File: src/dbw_map.svh
`ifndef DBW_MAP_SVH
`define DBW_MAP_SVH
// What this block does
// - A comparator can trigger only while control bit 0 is set.
// - Control bits 23:16 enable each of eight threads individually.
// - Breakpoint bit 1: zero breaks on PC equal, one on PC different.
// - Four breakpoint control registers at indices 0x40 to 0x43.
// - Data watchpoints hold first addresses at 0x50, second at 0x60.
// - Data watchpoint bit 1: zero needs A and B, one A or B.
// - Data watchpoint bit 2 lets matching loads trigger.
// - Four data watchpoint control registers at indices 0x70 to 0x73.
// - Resource watchpoints hold masks at 0x80 and values at 0x90.
// - Resource watchpoint bit 1: zero triggers on masked match, one on mismatch.
// - Four resource watchpoint control registers at indices 0x9C to 0x9F.
// - Enabled breakpoint raises debug interrupt; addresses at 0x30.
// - Cause code 3 breakpoint, 4 data watch, 5 resource watch.
// - Data hit captures address, resource hit captures id, at 0x16.

// =====================================================
// Register indices (byte address is four times index)
`define DBW_IDX_IB_ADDR 8'h30
`define DBW_IDX_IB_CTL 8'h40
`define DBW_IDX_DW_FIRST 8'h50
`define DBW_IDX_DW_SECOND 8'h60
`define DBW_IDX_DW_CTL 8'h70
`define DBW_IDX_RW_MASK 8'h80
`define DBW_IDX_RW_VALUE 8'h90
`define DBW_IDX_RW_CTL 8'h9C
`define DBW_IDX_INT_TYPE 8'h15
`define DBW_IDX_INT_DATA 8'h16
`define DBW_IDX_IRQ_STATUS 8'hA0
`define DBW_IDX_IRQ_CLEAR 8'hA1
`define DBW_IDX_IRQ_ENABLE 8'hA2

// =====================================================
// Field positions
`define DBW_CTL_EN 0
`define DBW_CTL_SEL 1
`define DBW_CTL_LOAD 2
`define DBW_CTL_THR_LSB 16
`define DBW_IB_CTL_WMASK 32'h00FF0003
`define DBW_DW_CTL_WMASK 32'h00FF0007
`define DBW_RW_CTL_WMASK 32'h00FF0003
`define DBW_TYPE_IDX_LSB 16
`define DBW_TYPE_THR_LSB 8
`define DBW_ST_IB 0
`define DBW_ST_DW 1
`define DBW_ST_RW 2

// =====================================================
// Reset values
`define DBW_RST_WORD 32'h00000000
`define DBW_RST_IRQ 3'h0
`endif

File: src/dbw_pkg.sv
package dbw_pkg;

	// =====================================================
	// Pipeline observation carriers
	typedef struct packed {
		logic valid;
		logic [2:0] thread;
		logic [31:0] pc;
	} dbw_exec_type;

	typedef struct packed {
		logic valid;
		logic load;
		logic [2:0] thread;
		logic [31:0] addr;
	} dbw_mem_type;

	typedef struct packed {
		logic valid;
		logic [2:0] thread;
		logic [31:0] id;
	} dbw_res_type;

	typedef enum logic [2:0] {
		DBW_CAUSE_NONE = 3'h0,
		DBW_CAUSE_IBREAK = 3'h3,
		DBW_CAUSE_DWATCH = 3'h4,
		DBW_CAUSE_RWATCH = 3'h5
	} dbw_cause_type;

endpackage : dbw_pkg

File: src/dbw_unit.sv
// Implementation choice: the AHB-Lite register port.
`timescale 1ns/1ps
`include "dbw_map.svh"

module dbw_unit
	import dbw_pkg::*;
(
	input wire logic hclk,
	input wire logic hresetn,
	input wire logic hsel,
	input wire logic [31:0] haddr,
	input wire logic [1:0] htrans,
	input wire logic hwrite,
	input wire logic [2:0] hsize,
	input wire logic [31:0] hwdata,
	input wire logic hready,
	output logic [31:0] hrdata,
	output logic hreadyout,
	output logic hresp,
	input wire dbw_exec_type exec_obs,
	input wire dbw_mem_type load_obs,
	input wire dbw_res_type res_obs,
	output logic irq
);

	// =====================================================
	// Helpers
	function automatic logic in_group(input logic [7:0] idx, input logic [7:0] base);
		in_group = (idx[7:2] == base[7:2]);
	endfunction : in_group

	function automatic logic thread_on(input logic [31:0] ctl, input logic [2:0] thr);
		thread_on = ctl[`DBW_CTL_EN] && ctl[`DBW_CTL_THR_LSB + int'(thr)];
	endfunction : thread_on

	function automatic logic [1:0] lowest(input logic [3:0] v);
		lowest = v[0] ? 2'h0 : v[1] ? 2'h1 : v[2] ? 2'h2 : 2'h3;
	endfunction : lowest

	// =====================================================
	// Register storage
	logic [31:0] ib_addr_q [4];
	logic [31:0] ib_ctl_q [4];
	logic [31:0] dw_first_q [4];
	logic [31:0] dw_second_q [4];
	logic [31:0] dw_ctl_q [4];
	logic [31:0] rw_mask_q [4];
	logic [31:0] rw_value_q [4];
	logic [31:0] rw_ctl_q [4];
	logic [2:0] cause_q;
	logic [1:0] cidx_q;
	logic [7:0] cthr_q;
	logic [31:0] cdata_q;
	logic [2:0] st_q;
	logic [2:0] en_q;

	// =====================================================
	// AHB-Lite slave
	logic acc;
	logic wr_pend_q;
	logic rd_pend_q;
	logic [7:0] wr_idx_q;
	logic [7:0] rd_idx_q;
	logic [31:0] rd_mux;
	logic [31:0] hrdata_q;
	logic hreadyout_q;
	logic hresp_q;

	assign acc = hsel && hready && htrans[1];

	always_ff @(posedge hclk or negedge hresetn) begin
		if (!hresetn) begin
			wr_pend_q <= 1'b0;
			rd_pend_q <= 1'b0;
			wr_idx_q <= 8'h00;
			rd_idx_q <= 8'h00;
		end else begin
			wr_pend_q <= acc && hwrite;
			rd_pend_q <= acc && !hwrite;
			if (acc) begin
				wr_idx_q <= haddr[9:2];
				rd_idx_q <= haddr[9:2];
			end
		end
	end

	// Reads take one wait state so that a read right behind a write sees the new value
	always_ff @(posedge hclk or negedge hresetn) begin
		if (!hresetn) begin
			hreadyout_q <= 1'b1;
			hrdata_q <= `DBW_RST_WORD;
			hresp_q <= 1'b0;
		end else begin
			hresp_q <= 1'b0;
			if (acc && !hwrite) begin
				hreadyout_q <= 1'b0;
			end else if (rd_pend_q) begin
				hreadyout_q <= 1'b1;
				hrdata_q <= rd_mux;
			end
		end
	end

	assign hrdata = hrdata_q;
	assign hreadyout = hreadyout_q;
	assign hresp = hresp_q;

	always_comb begin
		rd_mux = `DBW_RST_WORD;
		if (in_group(rd_idx_q, `DBW_IDX_IB_ADDR)) begin
			rd_mux = ib_addr_q[rd_idx_q[1:0]];
		end else if (in_group(rd_idx_q, `DBW_IDX_IB_CTL)) begin
			rd_mux = ib_ctl_q[rd_idx_q[1:0]];
		end else if (in_group(rd_idx_q, `DBW_IDX_DW_FIRST)) begin
			rd_mux = dw_first_q[rd_idx_q[1:0]];
		end else if (in_group(rd_idx_q, `DBW_IDX_DW_SECOND)) begin
			rd_mux = dw_second_q[rd_idx_q[1:0]];
		end else if (in_group(rd_idx_q, `DBW_IDX_DW_CTL)) begin
			rd_mux = dw_ctl_q[rd_idx_q[1:0]];
		end else if (in_group(rd_idx_q, `DBW_IDX_RW_MASK)) begin
			rd_mux = rw_mask_q[rd_idx_q[1:0]];
		end else if (in_group(rd_idx_q, `DBW_IDX_RW_VALUE)) begin
			rd_mux = rw_value_q[rd_idx_q[1:0]];
		end else if (in_group(rd_idx_q, `DBW_IDX_RW_CTL)) begin
			rd_mux = rw_ctl_q[rd_idx_q[1:0]];
		end else if (rd_idx_q == `DBW_IDX_INT_TYPE) begin
			rd_mux[2:0] = cause_q;
			rd_mux[`DBW_TYPE_THR_LSB +: 8] = cthr_q;
			rd_mux[`DBW_TYPE_IDX_LSB +: 2] = cidx_q;
		end else if (rd_idx_q == `DBW_IDX_INT_DATA) begin
			rd_mux = cdata_q;
		end else if (rd_idx_q == `DBW_IDX_IRQ_STATUS) begin
			rd_mux[2:0] = st_q;
		end else if (rd_idx_q == `DBW_IDX_IRQ_ENABLE) begin
			rd_mux[2:0] = en_q;
		end
	end

	// =====================================================
	// Comparator register writes
	always_ff @(posedge hclk or negedge hresetn) begin
		if (!hresetn) begin
			for (int i = 0; i < 4; i++) begin
				ib_addr_q[i] <= `DBW_RST_WORD;
				ib_ctl_q[i] <= `DBW_RST_WORD;
				dw_first_q[i] <= `DBW_RST_WORD;
				dw_second_q[i] <= `DBW_RST_WORD;
				dw_ctl_q[i] <= `DBW_RST_WORD;
				rw_mask_q[i] <= `DBW_RST_WORD;
				rw_value_q[i] <= `DBW_RST_WORD;
				rw_ctl_q[i] <= `DBW_RST_WORD;
			end
		end else if (wr_pend_q) begin
			if (in_group(wr_idx_q, `DBW_IDX_IB_ADDR)) begin
				ib_addr_q[wr_idx_q[1:0]] <= hwdata;
			end
			if (in_group(wr_idx_q, `DBW_IDX_IB_CTL)) begin
				ib_ctl_q[wr_idx_q[1:0]] <= hwdata & `DBW_IB_CTL_WMASK;
			end
			if (in_group(wr_idx_q, `DBW_IDX_DW_FIRST)) begin
				dw_first_q[wr_idx_q[1:0]] <= hwdata;
			end
			if (in_group(wr_idx_q, `DBW_IDX_DW_SECOND)) begin
				dw_second_q[wr_idx_q[1:0]] <= hwdata;
			end
			if (in_group(wr_idx_q, `DBW_IDX_DW_CTL)) begin
				dw_ctl_q[wr_idx_q[1:0]] <= hwdata & `DBW_DW_CTL_WMASK;
			end
			if (in_group(wr_idx_q, `DBW_IDX_RW_MASK)) begin
				rw_mask_q[wr_idx_q[1:0]] <= hwdata;
			end
			if (in_group(wr_idx_q, `DBW_IDX_RW_VALUE)) begin
				rw_value_q[wr_idx_q[1:0]] <= hwdata;
			end
			if (in_group(wr_idx_q, `DBW_IDX_RW_CTL)) begin
				rw_ctl_q[wr_idx_q[1:0]] <= hwdata & `DBW_RW_CTL_WMASK;
			end
		end
	end

	// =====================================================
	// Comparators
	logic [3:0] ib_hit;
	logic [3:0] dw_hit;
	logic [3:0] rw_hit;

	always_comb begin
		logic ca;
		logic cb;
		logic cond;
		ca = 1'b0;
		cb = 1'b0;
		cond = 1'b0;
		for (int i = 0; i < 4; i++) begin
			// Equality flipped by the sense bit
			cond = (exec_obs.pc == ib_addr_q[i]) ^ ib_ctl_q[i][`DBW_CTL_SEL];
			ib_hit[i] = exec_obs.valid && thread_on(ib_ctl_q[i], exec_obs.thread) && cond;
			ca = load_obs.addr >= dw_first_q[i];
			cb = load_obs.addr <= dw_second_q[i];
			cond = dw_ctl_q[i][`DBW_CTL_SEL] ? (ca || cb) : (ca && cb);
			// Stores never trigger: a hit needs load_obs.load set as well as control bit 2
			dw_hit[i] = load_obs.valid && load_obs.load && dw_ctl_q[i][`DBW_CTL_LOAD]
				&& thread_on(dw_ctl_q[i], load_obs.thread) && cond;
			ca = (res_obs.id & rw_mask_q[i]) == rw_value_q[i];
			cond = rw_ctl_q[i][`DBW_CTL_SEL] ? !ca : ca;
			rw_hit[i] = res_obs.valid && thread_on(rw_ctl_q[i], res_obs.thread) && cond;
		end
	end

	// =====================================================
	// Cause capture; a hit in the same cycle as a software write wins
	always_ff @(posedge hclk or negedge hresetn) begin
		if (!hresetn) begin
			cause_q <= DBW_CAUSE_NONE;
			cidx_q <= 2'h0;
			cthr_q <= 8'h00;
			cdata_q <= `DBW_RST_WORD;
		end else if (|ib_hit) begin
			cause_q <= DBW_CAUSE_IBREAK;
			cidx_q <= lowest(ib_hit);
			cthr_q <= {5'h00, exec_obs.thread};
		end else if (|dw_hit) begin
			cause_q <= DBW_CAUSE_DWATCH;
			cidx_q <= lowest(dw_hit);
			cthr_q <= {5'h00, load_obs.thread};
			cdata_q <= load_obs.addr;
		end else if (|rw_hit) begin
			cause_q <= DBW_CAUSE_RWATCH;
			cidx_q <= lowest(rw_hit);
			cthr_q <= {5'h00, res_obs.thread};
			cdata_q <= res_obs.id;
		end else if (wr_pend_q && wr_idx_q == `DBW_IDX_INT_TYPE) begin
			cause_q <= hwdata[2:0];
			cidx_q <= hwdata[`DBW_TYPE_IDX_LSB +: 2];
			cthr_q <= hwdata[`DBW_TYPE_THR_LSB +: 8];
		end else if (wr_pend_q && wr_idx_q == `DBW_IDX_INT_DATA) begin
			cdata_q <= hwdata;
		end
	end

	// =====================================================
	// Interrupt status, enable and output
	logic [2:0] st_set;
	logic [2:0] st_clr;

	always_comb begin
		st_set = `DBW_RST_IRQ;
		st_set[`DBW_ST_IB] = |ib_hit;
		st_set[`DBW_ST_DW] = |dw_hit;
		st_set[`DBW_ST_RW] = |rw_hit;
		st_clr = (wr_pend_q && wr_idx_q == `DBW_IDX_IRQ_CLEAR) ? hwdata[2:0] : `DBW_RST_IRQ;
	end

	always_ff @(posedge hclk or negedge hresetn) begin
		if (!hresetn) begin
			st_q <= `DBW_RST_IRQ;
		end else begin
			st_q <= (st_q & ~st_clr) | st_set;
		end
	end

	always_ff @(posedge hclk or negedge hresetn) begin
		if (!hresetn) begin
			en_q <= `DBW_RST_IRQ;
		end else if (wr_pend_q && wr_idx_q == `DBW_IDX_IRQ_ENABLE) begin
			en_q <= hwdata[2:0];
		end
	end

	logic irq_q;

	always_ff @(posedge hclk or negedge hresetn) begin
		if (!hresetn) begin
			irq_q <= 1'b0;
		end else begin
			irq_q <= |(st_q & en_q);
		end
	end

	assign irq = irq_q;

endmodule : dbw_unit

File: config.mk
export PLATFORM = sky130hd
export DESIGN_NAME = dbw_unit
export DESIGN_NICKNAME = d
export VERILOG_FILES = /design/src/dbw_pkg.sv /design/src/dbw_unit.sv
export VERILOG_INCLUDE_DIRS = /design/src
export SDC_FILE = /design/constraint.sdc
export NUM_CORES = 2
export LEC_CHECK = 0
export BUFFER_PORTS_ARGS = -buffer_cell sky130_fd_sc_hd__buf_2
export CAP_MARGIN = 10
export CORE_MARGIN = 1
export CORE_UTILIZATION = 30
export DETAILED_ROUTE_END_ITERATION = 8
export PLACE_DENSITY = 0.47
export SETUP_SLACK_MARGIN = 0.5
export SYNTH_ARGS = -nofsm -noshare
export SYNTH_HDL_FRONTEND = slang
export SYNTH_SLANG_ARGS = --single-unit
File: constraint.sdc
create_clock -name hclk -period 4.2 [get_ports hclk]
set_clock_uncertainty 0.2 [all_clocks]
set_input_delay 1.26 -clock hclk [delete_from_list [all_inputs] [get_ports hclk]]
set_output_delay 1.26 -clock hclk [all_outputs]
set_load 0.005 [all_outputs]
==> impl_summary.md <==
Yosys
The synthesized-area fraction occupied by xor and xnor cells is a little under 4%. The synthesized design spends more area on one cell type than any other, namely sky130_fd_sc_hd__dfrtp_1. The number of library cell types mapped by synthesis is between 70 and 80.

Of the post-synthesis cell area, the part taken by muxes is 30.3%. Ranked by total cell area, the synthesized netlist is headed by sky130_fd_sc_hd__dfrtp_1 (43%), sky130_fd_sc_hd__mux2_2 (19%), sky130_fd_sc_hd__mux4_2 (9.7%). For this run, the register share of the synthesized area comes to between 40% and 50%. Yosys instantiated no cell more often than sky130_fd_sc_hd__dfrtp_1.

The portion of synthesized cell area occupied by the leading cell type is about 43%. Of the total synthesized cell area, the portion taken by AND, OR, NAND and NOR gates is slightly below 6%. The cell area that synthesis handed to floorplanning was roughly 50000 um2. The most used flip-flop cell after synthesis is sky130_fd_sc_hd__dfrtp_1. Synthesis produced between 3000 and 4000 cells. The synthesized-area fraction occupied by ao, oa, aoi and oai cells is roughly 6.3%.

The count of flip-flops with a built-in enable after synthesis is 0. In the synthesized netlist, the cells that appear most often are sky130_fd_sc_hd__dfrtp_1 (858), sky130_fd_sc_hd__mux2_2 (854), sky130_fd_sc_hd__inv_1 (262). The Yosys step of the flow raised 0 warnings. For this run, asynchronously set or reset flops after synthesis account for 100%. The synthesized design contains 859 register bits. The synthesized net count is around 4400. Each instance of the synthesized netlist takes up on average about 12 um2. The main combinational cell family by area after synthesis is multiplexers. The post-synthesis adder-cell area fraction is 6.43%.

Routing
The final routed DRC violation total is 0. The length of the first detailed-routing pass in iterations is 5. Across all layers, the routed design uses 36200 vias. The final wirelength is ~200000 um.

The per-cell via count in the routed design is 5.35. The detailed router's first-iteration violation count is slightly below 3000. In the final routed layout, each cell accounts on average for a little under 30 um.

In this run the remaining antenna-violating nets after routing total 0.

Worst hold path
The class of the tightest hold or removal check is primary input to async pin.

Timing
In the finished design, the share of the clock period the worst path needs comes to 100%. The worst pin sits at a relative slew slack of 37.1%. The routed design could run at a clock period as short as ~4200 ps.

Setup violations remaining at the end of the flow were counted as 6. The count of endpoints failing hold in the final timing report is 0. The highest clock rate is about 240 MHz. The max-slew violation count came to 0.

Setup repair after global routing could not meet its margin everywhere. The transition time at the pin with the least slew margin is 944 ps. Across all setup checks in the final design, the least slack found is -7.56 ps. After routing, the total negative slack on setup checks comes to -13.3 ps.

Critical path
The worst register-to-register path has a setup slack of 220 ps. Along the worst path, the maximum fanout reaches 7. Counting cells, the worst reg-to-reg path comes to 16. The kind of capture point of the worst setup path is a flop. The critical path is of the primary input to flop type.

For the worst setup path, the data required time is 4610 ps. The worst path arrival time is ~4600 ps. The element type at the critical path start is a primary input.

Power and ir drop
Dividing total power by cell area gives a power density of roughly 400 nW/um2. The leakage power is 26.6 nW. Overall power consumption after layout is estimated at 24.4 mW.

The worst-case IR drop observed on VDD is approximately 0.32 mV.

Layout
The area added between synthesis and finish is 22.4%. The count of nets after finishing is 4913. The ratio of cells with drive above 1 in the final layout is roughly 45%.

Placement
The worst slack at placement is -958 ps. The last weighted congestion value of the routability-driven placer is 0.914. The number of buffers added on ports is 188. Detailed placement ended at an HPWL of 151000 um.

CTS
TritonCTS built the clock tree. The clock tree synthesis step divided the H-tree into 3 levels. CTS placed an instance of sky130_fd_sc_hd__clkbuf_16 at the clock tree root. At the later pin of the worst-skew pair, clock insertion delay measures ~750 ps.

CTS saw around 860 sinks. Clock-pin slew was measured on the worst setup and hold paths at ~60 ps. The total CTS buffers is approximately 110.

The worst-case clock buffer depth is 3.

GRT
The via count of the first global-routing pass was between 30000 and 40000. The wire length of the first global-routing pass is 285000 um. The overall overflow remaining after global route is 0. The maximum number of pins on one net before global-route repair is 98. The global-route usage over all layers is 23.8%. The number of antenna violations at the first check in global routing is between 50 and 60.

Run status
The flow ran to the end, but the final reports show violations. The checks that failed: setup timing.

Die
The area of the die is 168000 um2. The I/O pin total is 218. The core footprint is 165000 um2. From bottom edge to top edge, the die measures about 410 um. For this configuration, the core starts out at a cell density of between 30% and 40%.

The placement row count is approximately 150. The floorplan step set the die width to around 410 um.

Job
Max-cap violations in this run came to 0.
[state kept, by name, indices dropped and copies added (netlist names), 2 cells and up]
register	flops
ib_ctl_q	40
dw_ctl_q	44
cidx_q	2
st_q	3
rw_ctl_q	40
dw_first_q	128
dw_second_q	128
cdata_q	32
en_q	3
ib_addr_q	128
hrdata	32
rw_value_q	128
cause_q	3
rw_mask_q	128
rd_idx_q	8
cthr_q	8
[power by group]
| group | switching [mW] | total, mW | internal (mW) | leakage (nW) |
|---|---|---|---|---|
| clock | 3.96 | 9.61 | 5.64 | 1.75 |
| sequential | 0.649 | 9.58 | 8.93 | 10.1 |
| combinational | 2.80 | 5.17 | 2.37 | 14.7 |
| total | 7.41 | 24.4 | 16.9 | 26.6 |
[stage by stage]
step	cells	hold WS [ps]	util [%]	instance area [um2]
detailed placement	6530	281	34.1	56200
CTS	6732	273	36.6	60300
global placement	6530	272	34.1	56200
global route	6744	299	37.0	60900
finish	6751	279	37.0	61000
floorplan	3999	262	-	50000
[layout by cell type (no fill, tap or decap), types with 79 or more instances in the layout]
| master | netlist | routed |
|---|---|---|
| sky130_fd_sc_hd__nand2_1 | 215 | 191 |
| sky130_fd_sc_hd__ha_1 | 256 | 232 |
| sky130_fd_sc_hd__mux4_2 | 215 | 215 |
| sky130_fd_sc_hd__xor2_1 | 128 | 128 |
| sky130_fd_sc_hd__a22oi_1 | 81 | 79 |
| sky130_fd_sc_hd__inv_1 | 262 | 261 |
| sky130_fd_sc_hd__dfrtp_1 | 858 | 856 |
| sky130_fd_sc_hd__clkbuf_16 | 0 | 106 |
| sky130_fd_sc_hd__mux2_2 | 854 | 837 |
| sky130_fd_sc_hd__nand4_1 | 80 | 80 |
| sky130_fd_sc_hd__xnor2_1 | 98 | 95 |
| sky130_fd_sc_hd__buf_2 | 7 | 175 |
| sky130_fd_sc_hd__a21oi_1 | 112 | 103 |
| sky130_fd_sc_hd__buf_4 | 4 | 372 |
[critical path: stages]
cell,delay [ps]
sky130_fd_sc_hd__buf_2,200
sky130_fd_sc_hd__buf_4,200
sky130_fd_sc_hd__ha_1,300
sky130_fd_sc_hd__nand4_1,190
sky130_fd_sc_hd__a211oi_2,340
sky130_fd_sc_hd__buf_4,170
sky130_fd_sc_hd__o21ai_2,80
sky130_fd_sc_hd__a211oi_4,360
sky130_fd_sc_hd__a2111oi_2,70
sky130_fd_sc_hd__nor3_2,240
sky130_fd_sc_hd__buf_4,170
sky130_fd_sc_hd__nor4_4,40
sky130_fd_sc_hd__buf_12,160
sky130_fd_sc_hd__buf_12,130
sky130_fd_sc_hd__buf_16,140
sky130_fd_sc_hd__mux2_4,290
sky130_fd_sc_hd__mux2_4,270
[layout make-up]
type	count	area (um2)
multi-input combinational	2635	27400
timing repair buffer	610	4780
antenna	9	22.5
clock inverter	38	541
sequential	859	21500
clock buffer	149	3030
inverter	262	987
tap	2189	2740
fill	16200	104000
[worst paths after layout]
check	startpoint	endpoint
worst min-delay path	hresetn	irq
max in group asynchronous	hresetn	dw_second_q[26]
min in group hclk	hrdata[7]	hrdata[7]
worst max-delay path	load_obs[18]	cdata_q[29]
worst min register to register	hrdata[7]	hrdata[7]
worst max register to register	dw_second_q[40]	cdata_q[29]
[per-layer routing]
layer / vias up / wire length, um / global-route usage (%) / part of all wire [%]
met1: 19200 / 89400 / 32.8 / 44
li1: 15700 / - / - / -
met2: 988 / 93500 / 38.3 / 46
met3: 282 / 11900 / 4.07 / 5.9
met4: 46 / 6230 / 6.66 / 3.1
met5: - / 295 / 0 / 0.15
[repair_timing]
item / CTS / global route
hold buffers: 0 / 0
cloned: 3 / 0
resized for setup: 80 / 101
setup buffers: 12 / 10
setup endpoints to repair: 46 / 46
pin swaps: 31 / 41
[logic make-up (layout without fill, tap and decap cells)]
logic type                 Yosys count  after routing
muxes                             1115           1115
DFF                                859            859
and+or+nand+nor                    574            574
buffers and inverters              505           1059
AOI/OAI and AO/OA                  463            463
adders and majority gates          256            256
xor gates and xnor gates           226            226
other                                1             10
Power figures use the tool's default switching activity.
